$ cat src/hw/rcsi_pkg.sv
/*
 * Package for the reset-cause and restart-address block: event codes, flag layout,
 * restart addresses and reset values.
 * Assumes a single 125 MHz clock domain and a 21-bit program counter.
 */
package rcsi_pkg;

	localparam int unsigned PC_W = 21;

	// Restart addresses and the step added to pc_i for a wake-up restart.
	localparam logic [20:0] RESET_VECTOR   = 21'h000000;
	localparam logic [20:0] HIGH_IRQ_VEC   = 21'h000008;
	localparam logic [20:0] LOW_IRQ_VEC    = 21'h000018;
	localparam logic [20:0] PC_STEP        = 21'h000002;

	// Flag state after a power-on reset, in the order of rcsi_flags_t.
	localparam logic [6:0] FLAGS_POR_VALUE = 7'h70;

	// Kinds of reset and wake-up event, one per cycle.
	typedef enum logic [3:0] {
		RCSI_EV_NONE,
		RCSI_EV_POWER_ON,
		RCSI_EV_BROWN_OUT,
		RCSI_EV_RESET_INSTR,
		RCSI_EV_MASTER_CLEAR,
		RCSI_EV_WATCHDOG_TIMEOUT,
		RCSI_EV_STACK_FULL,
		RCSI_EV_STACK_UNDERFLOW,
		RCSI_EV_IRQ_WAKE
	} rcsi_event_t;

	// Power state of the core when the event arrived.
	typedef enum logic [1:0] {
		RCSI_PM_FULL,
		RCSI_PM_RUN,
		RCSI_PM_IDLE,
		RCSI_PM_SLEEP
	} rcsi_pmode_t;

	// Reset groups that select which register reset values apply.
	typedef enum logic [1:0] {
		RCSI_GRP_NONE,
		RCSI_GRP_POWER,
		RCSI_GRP_WARM,
		RCSI_GRP_WAKE
	} rcsi_group_t;

	// Cause flags; the _n flags read low when their event occurred.
	typedef struct packed {
		logic reset_instr_flag_n;
		logic watchdog_timeout_flag_n;
		logic powerdown_flag_n;
		logic power_on_flag_n;
		logic brownout_flag_n;
		logic stack_full_flag;
		logic stack_underflow_flag;
	} rcsi_flags_t;

	// Restart request toward the program counter.
	typedef struct packed {
		logic        load;
		logic [20:0] addr;
	} rcsi_restart_t;

	// Software write of the flag set (write-any with a per-bit mask).
	typedef struct packed {
		logic        wr;
		rcsi_flags_t mask;
		rcsi_flags_t data;
	} rcsi_flag_wr_t;

endpackage : rcsi_pkg

$ cat src/hw/rcsi_reset_cause.sv
/*
 * Reset-cause bookkeeping: updates the cause and stack error flags per event,
 * picks the restart address and reports the reset group for register reset.
 * Assumes at most one event per cycle and synchronous inputs on clk_i.
 */
`timescale 1ns/1ps

////////////////////////////////////////////////////////////////////////////////

module rcsi_reset_cause #(
	parameter int unsigned PC_W = rcsi_pkg::PC_W
) (
	input  wire logic                   clk_i,
	input  wire logic                   sys_rst_i,
	input  wire rcsi_pkg::rcsi_event_t  event_i,
	input  wire rcsi_pkg::rcsi_pmode_t  pmode_i,
	input  wire logic [PC_W-1:0]        pc_i,
	input  wire logic                   stack_overflow_reset_enable_i,
	input  wire logic                   high_priority_global_irq_enable_i,
	input  wire logic                   low_priority_global_irq_enable_i,
	input  wire logic                   irq_high_pending_i,
	input  wire rcsi_pkg::rcsi_flag_wr_t flag_wr_i,
	output rcsi_pkg::rcsi_flags_t       reset_control_reg_o,
	output rcsi_pkg::rcsi_restart_t     restart_o,
	output rcsi_pkg::rcsi_group_t       reset_group_o,
	output logic                        core_reset_o
);

	////////////////////////////////////////////////////////////////////////////

	rcsi_pkg::rcsi_flags_t   flags_q;
	rcsi_pkg::rcsi_flags_t   flags_d;
	rcsi_pkg::rcsi_flags_t   sw_flags;
	rcsi_pkg::rcsi_restart_t restart_q;
	rcsi_pkg::rcsi_restart_t restart_d;
	rcsi_pkg::rcsi_group_t   group_q;
	rcsi_pkg::rcsi_group_t   group_d;
	logic                    core_reset_q;
	logic                    core_reset_d;
	logic                    low_pm;
	logic [PC_W-1:0]         next_pc;

	assign low_pm  = (pmode_i == rcsi_pkg::RCSI_PM_IDLE) || (pmode_i == rcsi_pkg::RCSI_PM_SLEEP);
	assign next_pc = pc_i + PC_W'(rcsi_pkg::PC_STEP);

	// Software writes form the base; a hardware event in the same cycle
	// overrides the bits it names, so no event is lost to a clear.
	always_comb begin
		sw_flags = flags_q;
		if (flag_wr_i.wr) begin
			sw_flags = (flags_q & ~flag_wr_i.mask) | (flag_wr_i.data & flag_wr_i.mask);
		end
	end

	always_comb begin
		flags_d      = sw_flags;
		restart_d    = '{load: 1'b0, addr: restart_q.addr};
		group_d      = rcsi_pkg::RCSI_GRP_NONE;
		core_reset_d = 1'b0;
		case (event_i)
			rcsi_pkg::RCSI_EV_POWER_ON: begin
				flags_d      = rcsi_pkg::FLAGS_POR_VALUE;
				group_d      = rcsi_pkg::RCSI_GRP_POWER;
				core_reset_d = 1'b1;
				restart_d    = '{load: 1'b1, addr: rcsi_pkg::RESET_VECTOR};
			end
			rcsi_pkg::RCSI_EV_BROWN_OUT: begin
				flags_d.reset_instr_flag_n      = 1'b1;
				flags_d.watchdog_timeout_flag_n = 1'b1;
				flags_d.powerdown_flag_n        = 1'b1;
				flags_d.brownout_flag_n         = 1'b0;
				group_d      = rcsi_pkg::RCSI_GRP_POWER;
				core_reset_d = 1'b1;
				restart_d    = '{load: 1'b1, addr: rcsi_pkg::RESET_VECTOR};
			end
			rcsi_pkg::RCSI_EV_RESET_INSTR: begin
				flags_d.reset_instr_flag_n = 1'b0;
				group_d      = rcsi_pkg::RCSI_GRP_WARM;
				core_reset_d = 1'b1;
				restart_d    = '{load: 1'b1, addr: rcsi_pkg::RESET_VECTOR};
			end
			rcsi_pkg::RCSI_EV_MASTER_CLEAR: begin
				if (pmode_i == rcsi_pkg::RCSI_PM_RUN) begin
					flags_d.watchdog_timeout_flag_n = 1'b1;
				end else if (low_pm) begin
					flags_d.watchdog_timeout_flag_n = 1'b1;
					flags_d.powerdown_flag_n        = 1'b0;
				end
				group_d      = rcsi_pkg::RCSI_GRP_WARM;
				core_reset_d = 1'b1;
				restart_d    = '{load: 1'b1, addr: rcsi_pkg::RESET_VECTOR};
			end
			rcsi_pkg::RCSI_EV_WATCHDOG_TIMEOUT: begin
				flags_d.watchdog_timeout_flag_n = 1'b0;
				if (low_pm) begin
					// Wake-up keeps the core running, so no core reset is raised.
					flags_d.powerdown_flag_n = 1'b0;
					group_d   = rcsi_pkg::RCSI_GRP_WAKE;
					restart_d = '{load: 1'b1, addr: 21'(next_pc)};
				end else begin
					group_d      = rcsi_pkg::RCSI_GRP_WARM;
					core_reset_d = 1'b1;
					restart_d    = '{load: 1'b1, addr: rcsi_pkg::RESET_VECTOR};
				end
			end
			rcsi_pkg::RCSI_EV_STACK_FULL: begin
				if (stack_overflow_reset_enable_i) begin
					flags_d.stack_full_flag = 1'b1;
					group_d      = rcsi_pkg::RCSI_GRP_WARM;
					core_reset_d = 1'b1;
					restart_d    = '{load: 1'b1, addr: rcsi_pkg::RESET_VECTOR};
				end
			end
			rcsi_pkg::RCSI_EV_STACK_UNDERFLOW: begin
				flags_d.stack_underflow_flag = 1'b1;
				if (stack_overflow_reset_enable_i) begin
					group_d      = rcsi_pkg::RCSI_GRP_WARM;
					core_reset_d = 1'b1;
					restart_d    = '{load: 1'b1, addr: rcsi_pkg::RESET_VECTOR};
				end
			end
			rcsi_pkg::RCSI_EV_IRQ_WAKE: begin
				flags_d.powerdown_flag_n = 1'b0;
				group_d = rcsi_pkg::RCSI_GRP_WAKE;
				if (irq_high_pending_i && high_priority_global_irq_enable_i) begin
					restart_d = '{load: 1'b1, addr: rcsi_pkg::HIGH_IRQ_VEC};
				end else if (!irq_high_pending_i && low_priority_global_irq_enable_i) begin
					restart_d = '{load: 1'b1, addr: rcsi_pkg::LOW_IRQ_VEC};
				end else begin
					restart_d = '{load: 1'b1, addr: 21'(next_pc)};
				end
			end
			default: begin
			end
		endcase
	end

	////////////////////////////////////////////////////////////////////////////

	// The flags model power-on state: sys_rst_i stands for the power-on reset
	// and, like a RCSI_EV_POWER_ON event, forces them to FLAGS_POR_VALUE.
	always_ff @(posedge clk_i) begin
		if (sys_rst_i) begin
			flags_q <= rcsi_pkg::FLAGS_POR_VALUE;
		end else begin
			flags_q <= flags_d;
		end
	end

	always_ff @(posedge clk_i) begin
		if (sys_rst_i) begin
			restart_q    <= '{load: 1'b1, addr: rcsi_pkg::RESET_VECTOR};
			group_q      <= rcsi_pkg::RCSI_GRP_POWER;
			core_reset_q <= 1'b1;
		end else begin
			restart_q    <= restart_d;
			group_q      <= group_d;
			core_reset_q <= core_reset_d;
		end
	end

	assign reset_control_reg_o = flags_q;
	assign restart_o           = restart_q;
	assign reset_group_o       = group_q;
	assign core_reset_o        = core_reset_q;

endmodule : rcsi_reset_cause

$ cat config.mk
export PLATFORM = sky130hd
export DESIGN_NAME = rcsi_reset_cause
export DESIGN_NICKNAME = d
export VERILOG_FILES = /design/src/hw/rcsi_pkg.sv /design/src/hw/rcsi_reset_cause.sv
export SDC_FILE = /design/constraint.sdc
export NUM_CORES = 1
export LEC_CHECK = 0
export BUFFER_PORTS_ARGS = -buffer_cell sky130_fd_sc_hd__buf_4
export CAP_MARGIN = 30
export CORE_MARGIN = 2
export CORE_UTILIZATION = 23
export CTS_BUF_LIST = sky130_fd_sc_hd__clkbuf_8
export DETAILED_ROUTE_END_ITERATION = 10
export HOLD_SLACK_MARGIN = 0.03
export PLACE_DENSITY = 0.49
export SLEW_MARGIN = 20
export SYNTH_ARGS = -nofsm -noshare
export SYNTH_HDL_FRONTEND = slang
export SYNTH_SLANG_ARGS = --single-unit
$ cat constraint.sdc
create_clock -name clk_i -period 1.8 [get_ports clk_i]
set_input_delay 0.27 -clock clk_i [delete_from_list [all_inputs] [get_ports clk_i]]
set_output_delay 0.27 -clock clk_i [all_outputs]
set_load 0.01 [all_outputs]
[After elaboration in Yosys (flattened, before gate mapping)]
Cells that the tools add are included.
Storage, ports and cells
  bits in writable memories: 0
  input port bits: 48
  bits in read-only memories: 0
  memories: 0
  latch bits: 0
  bits in registers: 32
  word-level logic and storage cells: 64
  output and inout bits: 32
Cells by class
  eq/ne operators: 12
  multiply operators: 0
  bitwise logic cells: 4
  muxes and demuxes: 22
  reduce and logical (&&, ||, !) cells: 14
  $add $sub $neg: 1
  order comparisons: 0
  divide/modulo/power cells: 0
  shift operators: 0
Operator list (number)
  22-bit one-hot mux with 4 select lines: 1
  22-bit two-way mux: 2
  21-bit two-way mux: 2
  21-bit by 2-bit adder with 21-bit output (second input constant): 1
  4-bit by 3-bit equality test with 1-bit output (second input constant): 4
  7-bit AND: 2
  2-bit one-hot mux with 5 select lines: 1
  4-bit by 2-bit equality test with 1-bit output (second input constant): 2
  2-bit OR reduction: 4
  1-bit two-way mux: 7
  7-bit two-way mux: 1
  7-bit inverter: 1
  7-bit OR: 1
  1-bit one-hot mux with 2 select lines: 3
  1-bit one-hot mux with 3 select lines: 2
  3-bit nonzero test: 2
  2-bit equality test (second input constant): 2
  4-bit by 1-bit equality test with 1-bit output (second input constant): 1
  4-bit equality test (second input constant): 1
  2-bit two-way mux: 2
  1-bit one-hot mux with 4 select lines: 1
  4-bit nonzero test: 1
  4-bit OR reduction: 1
  3-bit OR reduction: 1
  other kinds (6): 7

[Logic depth before layout (Yosys ltp)]
  depth after elaboration: 7
  gate-level depth with buffers: 8
  gate-level depth less buffers: 6

[Worst setup path before layout]
Ideal clock, no wire load.
  path kind: input port to flip-flop
  start: input event_i[3]
  end: register restart_q (netlist bit restart_o[18])
  slack: 332 ps
  data arrival time: 1401 ps
  stages on the path: 8
  path buffers: 3
  data required time: 1733 ps
  setup time: 67 ps
  path through: buf_6 -> or3b_1 -> nor2_2 -> a21o_2 -> buf_6 -> nand2b_4 -> buf_6 -> o21ai_2
On the way
  word-level cells in the longest chain between the ends: 4
  elaborated cells on any way between the ends: 14
  classes of those cells: 9 x eq/ne; 1 x mux; 4 x reduce/logical
Ends and longest elaborated chain
  start, declared: line rcsi_reset_cause.sv:15  | input wire rcsi_pkg::rcsi_event_t event_i,
  4-bit by 3-bit equality test with 1-bit output, or another cell as far along: line rcsi_reset_cause.sv:60  | case (event_i)
  4-bit OR reduction (no line) or 2-bit OR reduction (tied branches)
  4-bit nonzero test (no line) or 2-bit by 1-bit != test with 1-bit output (tied branches)
  2-bit AND reduction (no line)
  end signal, assigned: line rcsi_reset_cause.sv:152  | restart_q <= '{load: 1'b1, addr: rcsi_pkg::RESET_VECTOR};
  end signal, assigned: line rcsi_reset_cause.sv:156  | restart_q <= restart_d;
  end, declared: line rcsi_reset_cause.sv:34  | rcsi_pkg::rcsi_restart_t restart_q;
Several ways; a longest one is shown, not always the timed one.
A chain may end at the register's enable or synchronous reset.

[Worst setup path after layout]
  start: input event_i[0]
  end: register restart_q (netlist bit restart_o[13])
Same word-level chain as after synthesis.

==> metrics.md <==
| Metric | Value |
|---|---|
| RD Place Congestion | `approximately 0.79` |
| Via Count | `between 1500 and 2000` |
| Clock latency of the later-clocked register in the worst-skew pair | `roughly 280 ps` |
| CTS hold repair buffers | `0` |
| Max Root-Sink Buffers | `2` |
| Final min period | `approximately 1300 ps` |
| Yosys warnings | `0` |
| Worst clock skew | `0 ps` |
| Post-layout total power | `~1.8 mW` |
| Crit Reg-Reg Startpoint | `reset_control_reg_o[4]` |
| Wire length of the first global-routing pass | `about 8000 um` |
| Maximum ir drop on the vdd rail | `0.0003827 V` |
| Number of maximum-capacitance violations | `0` |
| Run status | `completed` |
| Number of pins exceeding their max-slew limit in the final report | `0` |
| Cell area after placement | `between 2000 and 2500 um^2` |
| Final setup vio count | `0` |
| Type of origin of the critical path | `input port` |
| Crit-path max FO | `14` |
| Largest area contributor in the synthesized netlist | `sky130_fd_sc_hd__dfxtp_1` |
| Depth of the worst hold-timing path | `3` |
| Relative area change from synthesis to final layout | `46.22%` |
| Startpoint of the tightest hold check path | `pc_i[0]` |
| Cells after Synth | `216` |
| Final routed DRC violation total | `0` |
| TritonCTS clock tree | `done` |
| GR Util All Layers | `0.1216` |
| Slew of the pin with the lowest slew margin | `345.7 ps` |
| Number of search-and-repair iterations in the first detailed-routing pass | `4` |
| Average cell area after synthesis | `8.046 um^2` |
| Final critical-path share of the clock period | `0.7394` |
| Setup repair bufs after CTS | `0` |
| Final antenna diode count | `0` |
| Fmax | `751.4 MHz` |
| Arrival time at the worst endpoint | `roughly 1500 ps` |
| Required arrival time at the worst endpoint | `between 2000 and 2500 ps` |
| Crit Reg-Reg Endpoint | `reset_control_reg_o[4]` |
| Core outline area | `roughly 7300 um^2` |
| Endpoint class of the critical path | `flop` |
| Number of H-tree branching levels | `2` |
| Capture endpoint of the worst hold path | `restart_o[0]` |
| Grt total ovfl | `0` |
| Number of input and output port buffers inserted | `79` |
| Share of post-route cells with drive strength above 1 | `0.3557` |
| RSZ-0062 raised after global routing | `no` |
| Commonest cells after routing, fill and taps aside | `84 x sky130_fd_sc_hd__buf_4, 40 x sky130_fd_sc_hd__nand2_1, 32 x sky130_fd_sc_hd__dfxtp_1` |
| Detailed Route Iter0 Violations | `38` |
| Total power divided by cell area | `between 700 and 800 nW/um^2` |
| Number of sinks on the clock net | `32` |
| Final-report hold violation count | `0` |
| Net count after synthesis | `~270` |
| Number of nets with antenna violations after detailed routing | `0` |
| Library cell used as clock root buffer | `sky130_fd_sc_hd__clkbuf_8` |
| Nets | `between 300 and 400` |
| Total non-filler cell area in the finished layout | `2541 um^2` |
| Total leakage power | `about 1.1 nW` |
| Number of distinct standard cells referenced by the synthesized netlist | `42` |
| WL per Instance | `about 13 um` |
| Share of synthesized area occupied by flip-flops and latches | `0.3686` |
| Cell Rows | `31` |
| Number of placed I/O pins | `80` |
| Min-delay worst type | `in2reg` |
| Share of Yosys cell area claimed by the top area cell type | `0.3686` |
| Die Footprint | `8267 um^2` |
| Worst setup slack for register-to-register paths | `790 ps` |
| Die width | `90.93 um` |
| Initial antenna violation count | `0` |
| Remaining max-slew budget at the tightest pin | `0.7695` |
| Via-per-instance ratio | `about 4.4` |
| Clock transition at the register clock pins on the worst setup and hold paths after CTS | `around 80 ps` |
| Cts bufs inserted | `5` |
| Resized Gates After CTS | `0` |
| Post-detail-place hpwl | `around 3800 um` |
| WL final | `5001 um` |
| Top area cells in the synthesized netlist | `sky130_fd_sc_hd__dfxtp_1 37%, sky130_fd_sc_hd__nand2_1 8.6%, sky130_fd_sc_hd__xnor2_1 7.6%` |
| Most common cell after layout, fill and taps aside | `sky130_fd_sc_hd__buf_4` |
| Maximum number of pins on one net before global-route repair | `18` |
| R2r worst-path depth | `4` |
| Overall die height | `90.93 um` |
| Starting density of the core | `0.2383` |
| Total negative slack | `0 ps` |
| Area of the mapped netlist | `1738 um^2` |
| Kind of critical path | `in2reg` |
| Yosys reg bits | `32` |
| Number of global-route vias before repair | `1715` |
[per-layer routing]
layer | GRT usage | vias to the layer above | routed length, um
met2 | 0.2025 | 41 | 2372
li1 | - | 916 | -
met5 | 0 | - | 0
met3 | 0.03172 | 6 | 206
met1 | 0.1529 | 791 | 2357
met4 | 0.03788 | 0 | 65
[registers in the layout, indices dropped and copies added, names as in the netlist, named ones only]
register / cells
reset_group_o: 2
core_reset_o: 1
reset_control_reg_o: 5
restart_o: 22
[kinds of logic (layout without fill, tap and decap cells)]
family,Yosys count,after routing,share of synthesized area
buffers and inverters,13,95,0.04247
AO/OA/AOI/OAI,49,49,0.1980
AND/OR/NAND/NOR,99,99,0.2707
adder cells (fa/ha/maj),1,1,0.007198
flip-flops,32,32,0.3686
multiplexers,3,3,0.01728
XOR/XNOR,19,19,0.09575
[area by class of cell]
type,count,area (um^2)
fill,813,4751
clock inverter,3,42.54
sequential,32,640.6
tap,99,123.9
timing repair buffer,84,630.6
clock buffer,5,68.82
inverter,3,11.26
multi-input combinational,171,1023
[report_power, final]
part	internal, mW	switching, mW
sequential	0.735	0.0131
combinational	0.171	0.163
clock	0.410	0.300
[per-stage QoR]
stage | setup WS, ps | util | instances | hold slack (ps)
after floorplan | 331.6 | - | 216 | 416.8
final | 469.1 | 0.3485 | 397 | 217.5
after global routing | 368.1 | 0.3485 | 397 | 218.7
after detailed placement | 169.9 | 0.3332 | 389 | 443.4
after global placement | 194.2 | 0.3332 | 389 | 440.4
after CTS | 473.8 | 0.3485 | 397 | 212.8
[cells in the mapped netlist, drive strengths merged]
library cell,n
or3,1
ha,1
buf,6
inv,3
nand2b,1
a32o,1
o211ai,1
o22a,1
and3,2
nor3,3
o21bai,1
o21ai,18
a211oi,1
nor2b,4
a22oi,8
o31ai,1
nand3b,1
mux2i,3
nand4,3
a31oi,2
and4,3
nand4b,1
a211o,2
dfxtp,32
clkbuf,4
nor2,24
nand2,40
a21oi,9
xnor2,15
a21o,2
nor3b,3
a32oi,1
nand3,12
a21boi,1
xor2,4
or3b,1
[critical path: stages]
cell and delay, ps:
sky130_fd_sc_hd__buf_4 160, sky130_fd_sc_hd__or3b_1 400, sky130_fd_sc_hd__nor2_2 130, sky130_fd_sc_hd__a21o_2 240, sky130_fd_sc_hd__nand2b_4 170, sky130_fd_sc_hd__o21ai_0 170
[worst max-delay path by stage]
stage                           from             to
after floorplan           event_i[3]  restart_o[18]
after global placement    event_i[0]  restart_o[13]
after detailed placement  event_i[0]  restart_o[13]
after CTS                 event_i[0]  restart_o[13]
after global routing         pc_i[1]  restart_o[19]
final                     event_i[0]  restart_o[13]
(Power assumes the default switching activity.)
